**config.mk**
```make
export PLATFORM = sky130hd
export DESIGN_NAME = bfd_decoder
export DESIGN_NICKNAME = d
export VERILOG_FILES = /design/src/hdl/bfd_pkg.sv /design/src/hdl/bfd_op_table.sv /design/src/hdl/bfd_decoder.sv
export SDC_FILE = /design/constraint.sdc
export NUM_CORES = 1
export LEC_CHECK = 0
export BUFFER_PORTS_ARGS = -buffer_cell sky130_fd_sc_hd__buf_4
export CAP_MARGIN = 5
export CORE_MARGIN = 5
export CORE_UTILIZATION = 50
export CTS_CLUSTER_SIZE = 25
export DETAILED_ROUTE_END_ITERATION = 7
export PLACE_DENSITY = 0.74
export SLEW_MARGIN = 20
export SYNTH_ARGS = -nofsm -noshare
export SYNTH_HDL_FRONTEND = slang
export SYNTH_HIERARCHICAL = 1
export SYNTH_SLANG_ARGS = --single-unit
```
**constraint.sdc**
```tcl
create_clock -name clk_i -period 2.9 [get_ports clk_i]
set_clock_uncertainty 0.1 [all_clocks]
set_input_delay 0.725 -clock clk_i [delete_from_list [all_inputs] [get_ports clk_i]]
set_output_delay 0.725 -clock clk_i [all_outputs]
set_load 0.02 [all_outputs]
```
**src/hdl/bfd_pkg.sv**
```systemverilog
// Package: opcode classes, field positions and timing counts for the branch/flag/timing decoder
package bfd_pkg;

  // ----------------------------------------------------------------
  // Instruction word layout
  // ----------------------------------------------------------------
  localparam int unsigned INSTR_W   = 16;        // Instruction word width
  localparam int unsigned CLASS_MSB = 15;        // Operation class field
  localparam int unsigned CLASS_LSB = 12;
  localparam int unsigned DST_MSB   = 11;        // dest_reg_sel field
  localparam int unsigned DST_LSB   = 8;
  localparam int unsigned SRC_MSB   = 7;         // source_reg_sel field
  localparam int unsigned SRC_LSB   = 4;
  localparam int unsigned DISP_MSB  = 3;         // Memory displacement field
  localparam int unsigned DISP_LSB  = 0;
  localparam int unsigned BDISP_MSB = 7;         // Branch displacement field
  localparam int unsigned BDISP_LSB = 0;
  localparam int unsigned SEL_W     = 4;         // Register selector width

  typedef logic [3:0] bfd_class_t;               // Operation class type

  // ----------------------------------------------------------------
  // Operation classes
  // ----------------------------------------------------------------
  localparam bfd_class_t CL_ALU      = 4'h0;     // Arithmetic, flag untouched
  localparam bfd_class_t CL_BRF      = 4'h1;     // branch_if_false
  localparam bfd_class_t CL_BRF_DLY  = 4'h2;     // branch_if_false, delayed
  localparam bfd_class_t CL_BRT      = 4'h3;     // branch_if_true
  localparam bfd_class_t CL_BRT_DLY  = 4'h4;     // branch_if_true, delayed
  localparam bfd_class_t CL_LDB      = 4'h5;     // Load byte
  localparam bfd_class_t CL_LDW      = 4'h6;     // Load word
  localparam bfd_class_t CL_LDL      = 4'h7;     // Load longword
  localparam bfd_class_t CL_STB      = 4'h8;     // Store byte
  localparam bfd_class_t CL_STW      = 4'h9;     // Store word
  localparam bfd_class_t CL_STL      = 4'ha;     // Store longword
  localparam bfd_class_t CL_FLAG_CLR = 4'hb;     // flag_clear_instr
  localparam bfd_class_t CL_FLAG_SET = 4'hc;     // flag_set_instr
  localparam bfd_class_t CL_CMP      = 4'hd;     // Compare, flag from datapath
  localparam bfd_class_t CL_PRIV     = 4'he;     // Privileged system op
  localparam bfd_class_t CL_NOP      = 4'hf;     // No operation

  // ----------------------------------------------------------------
  // Operand size shifts and branch offset
  // ----------------------------------------------------------------
  localparam logic [1:0]  SZ_BYTE     = 2'h0;    // Scale by one
  localparam logic [1:0]  SZ_WORD     = 2'h1;    // Scale by two
  localparam logic [1:0]  SZ_LONG     = 2'h2;    // Scale by four
  localparam logic [31:0] BR_PC_OFS   = 32'h4;   // Branch base is pc plus this

  // ----------------------------------------------------------------
  // Timing counts
  // ----------------------------------------------------------------
  localparam int unsigned MIN_CYCLES      = 1;   // Cycles with no wait states
  localparam int unsigned CONT_STALL_CYC  = 1;   // Added for fetch/data contention
  localparam int unsigned LOAD_STALL_CYC  = 1;   // Added for load-use dependency
  localparam int unsigned CYC_W           = 4;   // Cycle count width

endpackage

```
**src/hdl/bfd_op_table.sv**
```systemverilog
// Operation class table: decode attributes for one instruction class
module bfd_op_table
  import bfd_pkg::*;
(
  input  wire bfd_pkg::bfd_class_t op_class_i,   // Operation class
  output logic                    is_branch_o,  // Conditional branch
  output logic                    branch_on_o,  // Flag value that takes branch
  output logic                    delayed_o,    // Delayed branch form
  output logic                    is_mem_o,     // Data memory access
  output logic                    is_load_o,    // Memory to register load
  output logic [1:0]              size_o,       // Operand size shift
  output logic                    priv_o,       // Privileged mode only
  output logic                    flag_def_o    // Defined flag result
);

  // ----------------------------------------------------------------
  // Attribute lookup
  // ----------------------------------------------------------------
  // Defaults first, then per-class overrides
  always_comb
  begin
    is_branch_o = 1'b0;
    branch_on_o = 1'b0;
    delayed_o   = 1'b0;
    is_mem_o    = 1'b0;
    is_load_o   = 1'b0;
    size_o      = SZ_BYTE;
    priv_o      = 1'b0;
    flag_def_o  = 1'b0;
    case (op_class_i)
      CL_BRF:      is_branch_o = 1'b1;
      CL_BRF_DLY:
      begin
        is_branch_o = 1'b1;
        delayed_o   = 1'b1;
      end
      CL_BRT:
      begin
        is_branch_o = 1'b1;
        branch_on_o = 1'b1;
      end
      CL_BRT_DLY:
      begin
        is_branch_o = 1'b1;
        branch_on_o = 1'b1;
        delayed_o   = 1'b1;
      end
      CL_LDB, CL_LDW, CL_LDL:
      begin
        is_mem_o  = 1'b1;
        is_load_o = 1'b1;
        size_o    = (op_class_i == CL_LDB) ? SZ_BYTE : (op_class_i == CL_LDW) ? SZ_WORD : SZ_LONG;
      end
      CL_STB, CL_STW, CL_STL:
      begin
        is_mem_o = 1'b1;
        size_o   = (op_class_i == CL_STB) ? SZ_BYTE : (op_class_i == CL_STW) ? SZ_WORD : SZ_LONG;
      end
      CL_FLAG_CLR, CL_FLAG_SET, CL_CMP: flag_def_o = 1'b1;
      CL_PRIV:     priv_o = 1'b1;
      default:     is_branch_o = 1'b0;   // Plain ops: no attributes
    endcase
  end

endmodule

```
**src/hdl/bfd_decoder.sv**
```systemverilog
// Decode stage: conditional branches, register selects, stalls, flag and privilege
// Function
// - branch_if_false taken only when flag is 0
// - branch_if_true taken only when flag is 1
// - 4-bit selectors pick registers 0 to 15
// - Cycle count is minimum, stalls add more
// - Stall on fetch and data access contention
// - Stall when next instruction uses load destination
// - Flag holds unless instruction defines it
// - Privileged-only instructions fault outside privileged mode
// - Scale displacement by operand size
module bfd_decoder
  import bfd_pkg::*;
#(
  parameter int unsigned CONT_STALL = CONT_STALL_CYC,   // Contention stall cycles
  parameter int unsigned LOAD_STALL = LOAD_STALL_CYC    // Load-use stall cycles
)
(
  input  wire logic                   clk_i,            // Clock, 100 MHz
  input  wire logic                   reset_i,          // Sync reset, active high
  input  wire logic                   instr_valid_i,    // Instruction word present
  input  wire logic [INSTR_W-1:0]     instr_i,          // Instruction word
  input  wire logic [31:0]            pc_i,             // Address of instruction
  input  wire logic                   fetch_req_i,      // Fetch uses path this cycle
  input  wire logic                   priv_mode_i,      // Core in privileged mode
  input  wire logic                   flag_result_i,    // Compare result from datapath
  output logic                        instr_ready_o,    // Instruction taken this cycle
  output logic                        stall_o,          // Decode held this cycle
  output logic                        issue_o,          // One-cycle issue pulse
  output logic [SEL_W-1:0]            src_sel_o,        // source_reg_sel
  output logic [SEL_W-1:0]            dst_sel_o,        // dest_reg_sel
  output logic                        branch_taken_o,   // Redirect program counter
  output logic                        branch_delayed_o, // Redirect after delay slot
  output logic [31:0]                 branch_target_o,  // Branch destination
  output logic                        mem_op_o,         // Data access issued
  output logic                        mem_load_o,       // Access is a load
  output logic [5:0]                  mem_disp_o,       // Scaled displacement
  output logic                        priv_fault_o,     // Privilege violation pulse
  output logic                        flag_o,           // Condition flag
  output logic [CYC_W-1:0]            exec_cycles_o     // Cycles spent on issued op
);

  // ----------------------------------------------------------------
  // Elaboration checks
  // ----------------------------------------------------------------
  // Reported count is minimum plus detection cycle plus both stalls; it must not wrap
  if (CONT_STALL < 1 || LOAD_STALL < 1 || CONT_STALL + LOAD_STALL + MIN_CYCLES + 1 >= (1 << CYC_W))
  begin : g_bad_param
    $error("Stall counts must be at least one and fit the cycle counter");
  end

  // ----------------------------------------------------------------
  // Field extraction and class lookup
  // ----------------------------------------------------------------
  typedef enum logic { ST_RUN, ST_STALL } bfd_state_e;   // Stall sequencer states

  bfd_state_e       state_reg;        // Sequencer state
  logic [CYC_W-1:0] stall_cnt_reg;    // Stall cycles left
  logic [CYC_W-1:0] cyc_cnt_reg;      // Cycles on current word so far
  logic             bypass_reg;       // Stall served, issue without recheck
  logic             load_pend_reg;    // Last issued op was a load
  logic [SEL_W-1:0] load_dst_reg;     // Destination of that load
  logic             flag_reg;         // Condition flag in status_register
  bfd_class_t       op_class;         // Class of presented word
  logic [SEL_W-1:0] src_sel;          // Presented source selector
  logic [SEL_W-1:0] dst_sel;          // Presented destination selector
  logic             is_branch;        // Attributes from table
  logic             branch_on;
  logic             delayed;
  logic             is_mem;
  logic             is_load;
  logic [1:0]       size;
  logic             priv;
  logic             flag_def;
  logic             contend;          // Fetch and data access collide
  logic             load_use;         // Depends on previous load
  logic             issue;            // Word leaves decode this cycle
  logic             fault;            // Privilege violation on issue

  assign op_class = instr_i[CLASS_MSB:CLASS_LSB];
  assign src_sel  = instr_i[SRC_MSB:SRC_LSB];
  assign dst_sel  = instr_i[DST_MSB:DST_LSB];

  bfd_op_table u_op_table (
    .op_class_i  (op_class),
    .is_branch_o (is_branch),
    .branch_on_o (branch_on),
    .delayed_o   (delayed),
    .is_mem_o    (is_mem),
    .is_load_o   (is_load),
    .size_o      (size),
    .priv_o      (priv),
    .flag_def_o  (flag_def)
  );

  // ----------------------------------------------------------------
  // Hazard detection and handshake
  // ----------------------------------------------------------------
  assign contend  = is_mem && fetch_req_i;
  assign load_use = load_pend_reg && (src_sel == load_dst_reg || dst_sel == load_dst_reg);
  assign issue    = instr_valid_i && state_reg == ST_RUN && (bypass_reg || !(contend || load_use));
  assign instr_ready_o = issue;
  assign stall_o  = instr_valid_i && !issue;
  assign fault    = priv && !priv_mode_i;

  // ----------------------------------------------------------------
  // Stall sequencer
  // ----------------------------------------------------------------
  // Holds the word for the stall count, then lets it through once
  always_ff @(posedge clk_i)
  begin
    if (reset_i)
    begin
      state_reg     <= ST_RUN;
      stall_cnt_reg <= '0;
      bypass_reg    <= 1'b0;
    end
    else
    begin
      case (state_reg)
        ST_RUN:
        begin
          if (issue)
            bypass_reg <= 1'b0;
          else if (instr_valid_i && !bypass_reg)
          begin
            // Contention and load-use stalls add up
            state_reg     <= ST_STALL;
            stall_cnt_reg <= CYC_W'((contend ? CONT_STALL : 0) + (load_use ? LOAD_STALL : 0) - 1);
          end
        end
        ST_STALL:
        begin
          if (stall_cnt_reg == '0)
          begin
            state_reg  <= ST_RUN;
            bypass_reg <= 1'b1;
          end
          else
            stall_cnt_reg <= stall_cnt_reg - 1'b1;
        end
        default: state_reg <= ST_RUN;
      endcase
    end
  end

  // ----------------------------------------------------------------
  // Cycle accounting
  // ----------------------------------------------------------------
  // Counts every cycle the word waits; issue reports minimum plus waits
  always_ff @(posedge clk_i)
  begin
    if (reset_i)
    begin
      cyc_cnt_reg   <= '0;
      exec_cycles_o <= '0;
    end
    else if (issue)
    begin
      cyc_cnt_reg   <= '0;
      exec_cycles_o <= cyc_cnt_reg + CYC_W'(MIN_CYCLES);
    end
    else if (instr_valid_i)
      cyc_cnt_reg <= cyc_cnt_reg + 1'b1;
  end

  // ----------------------------------------------------------------
  // Load tracking
  // ----------------------------------------------------------------
  // Remembers only the instruction just issued
  always_ff @(posedge clk_i)
  begin
    if (reset_i)
    begin
      load_pend_reg <= 1'b0;
      load_dst_reg  <= '0;
    end
    else if (issue)
    begin
      load_pend_reg <= is_load && !fault;
      load_dst_reg  <= dst_sel;
    end
  end

  // ----------------------------------------------------------------
  // Condition flag
  // ----------------------------------------------------------------
  // Only flag-defining classes write it; all others leave it
  always_ff @(posedge clk_i)
  begin
    if (reset_i)
      flag_reg <= 1'b0;
    else if (issue && flag_def && !fault)
    begin
      case (op_class)
        CL_FLAG_CLR: flag_reg <= 1'b0;
        CL_FLAG_SET: flag_reg <= 1'b1;
        default:     flag_reg <= flag_result_i;
      endcase
    end
  end
  assign flag_o = flag_reg;

  // ----------------------------------------------------------------
  // Issue outputs
  // ----------------------------------------------------------------
  // Registered results of the issued word
  always_ff @(posedge clk_i)
  begin
    if (reset_i)
    begin
      issue_o          <= 1'b0;
      src_sel_o        <= '0;
      dst_sel_o        <= '0;
      branch_taken_o   <= 1'b0;
      branch_delayed_o <= 1'b0;
      branch_target_o  <= '0;
      mem_op_o         <= 1'b0;
      mem_load_o       <= 1'b0;
      mem_disp_o       <= '0;
      priv_fault_o     <= 1'b0;
    end
    else
    begin
      issue_o          <= issue;
      priv_fault_o     <= issue && fault;
      // Branch compares the flag with the class polarity
      branch_taken_o   <= issue && is_branch && (flag_reg == branch_on);
      branch_delayed_o <= issue && is_branch && delayed && (flag_reg == branch_on);
      mem_op_o         <= issue && is_mem;
      mem_load_o       <= issue && is_load;
      if (issue)
      begin
        src_sel_o       <= src_sel;
        dst_sel_o       <= dst_sel;
        branch_target_o <= pc_i + BR_PC_OFS
                           + {{23{instr_i[BDISP_MSB]}}, instr_i[BDISP_MSB:BDISP_LSB], 1'b0};
        mem_disp_o      <= 6'({2'h0, instr_i[DISP_MSB:DISP_LSB]} << size);
      end
    end
  end

  // ----------------------------------------------------------------
  // Assertions
  // ----------------------------------------------------------------
  a_bf_not_taken: assert property (@(posedge clk_i) disable iff (reset_i)
    issue && (op_class == CL_BRF || op_class == CL_BRF_DLY) |=> branch_taken_o == !$past(flag_reg))
    else $error("branch_if_false outcome does not follow flag");
  a_bt_taken: assert property (@(posedge clk_i) disable iff (reset_i)
    issue && (op_class == CL_BRT || op_class == CL_BRT_DLY) |=> branch_taken_o == $past(flag_reg))
    else $error("branch_if_true outcome does not follow flag");
  a_sel_fields: assert property (@(posedge clk_i) disable iff (reset_i)
    issue_o |-> src_sel_o == $past(instr_i[7:4]) && dst_sel_o == $past(instr_i[11:8]))
    else $error("register selectors not taken from word");
  a_cycles_min: assert property (@(posedge clk_i) disable iff (reset_i)
    issue && cyc_cnt_reg == '0 |=> exec_cycles_o == 1)
    else $error("unstalled op not reported as minimum");
  a_cont_stall: assert property (@(posedge clk_i) disable iff (reset_i)
    instr_valid_i && state_reg == ST_RUN && !bypass_reg && contend && !load_use
      |-> !instr_ready_o ##1 stall_o ##1 instr_ready_o)
    else $error("contention stall not one cycle");
  a_load_use: assert property (@(posedge clk_i) disable iff (reset_i)
    issue_o && mem_load_o ##0 instr_valid_i && state_reg == ST_RUN && !bypass_reg
      && src_sel == dst_sel_o && !contend |-> stall_o ##2 instr_ready_o)
    else $error("load-use dependency not stalled");
  a_flag_hold: assert property (@(posedge clk_i) disable iff (reset_i)
    !(issue && flag_def) |=> $stable(flag_o))
    else $error("flag changed by non-defining op");
  a_priv_fault: assert property (@(posedge clk_i) disable iff (reset_i)
    issue && op_class == CL_PRIV |=> priv_fault_o == !$past(priv_mode_i))
    else $error("privilege check wrong");
  a_disp_long: assert property (@(posedge clk_i) disable iff (reset_i)
    issue && op_class == CL_LDL |=> mem_disp_o == {$past(instr_i[3:0]), 2'b00})
    else $error("longword displacement not scaled by four");
  a_flag_set: assert property (@(posedge clk_i) disable iff (reset_i)
    issue && op_class == CL_FLAG_SET |=> flag_o ##1 (flag_o || $past(issue)))
    else $error("flag set failed");

  c_branch_taken: cover property (@(posedge clk_i) disable iff (reset_i) branch_taken_o && branch_delayed_o);
  c_load_use:     cover property (@(posedge clk_i) disable iff (reset_i) issue_o && mem_load_o ##1 stall_o);
  c_contention:   cover property (@(posedge clk_i) disable iff (reset_i) contend && stall_o);
  c_priv_fault:   cover property (@(posedge clk_i) disable iff (reset_i) priv_fault_o);

endmodule

```
==> impl_metrics.yaml <==
worst_setup_path:
  rrSetupSlack_ps: 160
  path_cells: "buf_4 > or2b_1 > o22ai_2 > nand2_1 > ha_2 > o21ai_4 > and2_4 > buf_6"
  r2r-end: "stall_cnt_reg[3]"
  crit_path_end_kind: "output port"
  reg2reg_from: "dst_sel_o[2]"
  crit_type: "in -> out"
  worstPathArrival_ps: 2070
  worstRegToRegCells: 15
  start_kind: "input port"
  path_max_fanout: 3
  crit_slowest_cell: "or2b_1"
  crit_required_ps: 2080
  worst_path_largest_cell_delay_ps: 270
sta:
  slew_headroom: 0.6251
  slew_violations: 0
  finalCritPeriodShare: 0.9991
  setup-tns-final_ps: 0
  clock.fmax_ghz: 0.3451
  timing.hold.ws_ps: 357.5
  post-route-min-period_ps: 2897
  rsz0062_at_grt: "yes"
  hold_viol_final: 0
  worst_slack_ps: 2.595
  setup_viol: 0
  worstMarginPinSlew_ps: 562.4
grt:
  grt_pass1_wl_um: 23960
  grt_pass1_vias: 5156
  grt_max_degree: 50
  antenna_found_initial: 0
  grt_overflow: 0
  grtUsageTotal: 0.2510
worst_hold_path:
  min_to: "branch_target_o[21]"
  min_from: "branch_target_o[21]"
  holdPathStages: 2
  min-delay-path-class: "reg -> reg"
route:
  drt_iter0_markers: 235
  wire_per_inst_um: 15.67
  vias_per_cell: 5.436
  ant_nets: 0
  firstDrtPassIters: 5
  drc: 0
  routed-via-count: 5208
  finalWirelength_um: 15010
finish:
  diodes: 0
  final_cell_mix: "buf_4, nand2_1, dfxtp_1"
  nNetsFinal: 942
  largestRegisters: "branch_target_o (32), mem_disp_o (6)"
  drive_above_1_share: 0.3764
  design_area_um2: 7123
  area_growth_pct: 47.91
  top_register: "branch_target_o"
  final_common_cell: "buf_4"
  largest_reg_flops: 32
power_and_ir_drop:
  power_density_nw_per_um2: 451.9
  irDropWorstVdd_v: 0.0002124
  p_leak_nw: 3.211
floorplan:
  die-height_um: 108.1
  core-area_um2: 9328
  die_w_um: 108.1
  row_count: 35
  start_util: 0.5163
  dieArea_um2: 11690
  ios: 113
synth:
  synthTopCellsByArea: "dfxtp_1, ha_1, nand2_1, a21oi_1, xor2_1"
  async_reset_ff_frac: 0
  synth_top_area_share: 0.2827
  yosysUniqueCellTypes: 61
  synth_edf_count: 0
  synth_top_cell_by_area: "dfxtp_1"
  yosysSeqAreaShare: 0.2827
  yosysWarningCount: 6
  ys_ff_latch: 68
  synth_cells: 611
  synthFlopType: "dfxtp_1"
  netlist_area_um2: 4816
  avgSynthCellArea_um2: 7.882
  synth_nets: 729
placed_design:
  place_ws_ps: -455.6
  placed_area_um2: 6535
  gp_congestion: 0.8979
  dp_hpwl_um: 11480
  portBuffers: 112
cts:
  clock_path_buffers: 2
  tritoncts: "done"
  clk_pin_slew_worst_paths_ps: 70
  h-tree-depth: 3
  cts.sinks: 68
  root_buffer: "clkbuf_8"
  cts-buffers-inserted: 9
  clk_latency_ps: 350
outcome:
  status: "finished clean"
job:
  drv_cap: 0
-- critical path, delay by kind of cell --
| family | cells | cell delay, ps |
|---|---|---|
| and+or+nand+nor | 3 | 550 |
| AOI/OAI and AO/OA | 2 | 340 |
| adders and majority gates | 1 | 230 |
| buffers and inverters | 2 | 220 |
-- layout make-up --
cell class / count / area (µm²)
clock buffer: 9 / 123.9
clock inverter: 7 / 51.30
tap: 129 / 161.4
multi-input combinational: 496 / 3567
inverter: 16 / 72.57
fill: 683 / 2205
timing repair buffer: 233 / 1784
sequential: 68 / 1363
-- synth_stat cells, drive strengths merged (11+ instances only) --
cell type,count
nand3,12
nor2,46
clkbuf,18
a21oi,66
a211oi,11
xnor2,18
ha,63
nand4,11
xor2,21
o21ai,45
buf,13
nor3,15
nand2,94
inv,16
dfxtp,68
-- report_power, final --
group / internal (mW) / switching [mW] / total (mW)
logic: 0.679 / 0.735 / 1.41
registers: 1.02 / 0.0643 / 1.09
clock network: 0.314 / 0.405 / 0.719
-- per-stage QoR --
step | util | power (mW) | std cells
floorplan | - | 1.817 | 611
global placement | 0.7006 | 2.384 | 926
detailed placement | 0.7006 | 2.413 | 926
CTS | 0.7359 | 3.144 | 954
global route | 0.7636 | 3.406 | 958
finish | 0.7636 | 3.219 | 958
-- cell families (layout without fill, tap and decap cells) --
| group | Yosys count | count (layout) | synth area share |
|---|---|---|---|
| AOI/OAI and AO/OA | 170 | 170 | 0.2156 |
| xor gates and xnor gates | 39 | 39 | 0.07093 |
| adders and majority gates | 64 | 64 | 0.1678 |
| buffers and inverters | 47 | 265 | 0.03897 |
| DFF | 68 | 68 | 0.2827 |
| muxes | 9 | 9 | 0.01923 |
| and+or+nand+nor | 214 | 214 | 0.2047 |
-- routing by layer --
metal  global-route usage  part of all wire  up-vias
li1                     -                 -     2590
met1               0.3173              0.44     2446
met2               0.4374              0.49      146
met3              0.04000             0.044       26
met4              0.07845             0.022        0
met5                    0                 0        -
-- worst max-delay path by stage --
| stage | start | to | cells after the start |
|---|---|---|---|
| 5_1_grt | instr_i[10] | stall_o | 8 |
| 6_report | instr_i[15] | stall_o | 8 |
| 3_5_place_dp | instr_i[7] | branch_target_o[29] | 10 |
| 4_1_cts | instr_i[7] | stall_o | 8 |
| 3_3_place_gp | instr_i[7] | branch_target_o[29] | 10 |
| 2_1_floorplan | pc_i[2] | branch_target_o[24] | 13 |
-- what timing repair did --
| item | in CTS | in global routing |
|---|---|---|
| pin swaps | 11 | 21 |
| endpoints found under the setup margin | 9 | 19 |
| gates resized for setup | 13 | 51 |
| setup buffers | 12 | 4 |
| hold endpoints to repair | 0 | 0 |
| hold buffers | 0 | 0 |
(Power assumes the default switching activity.)
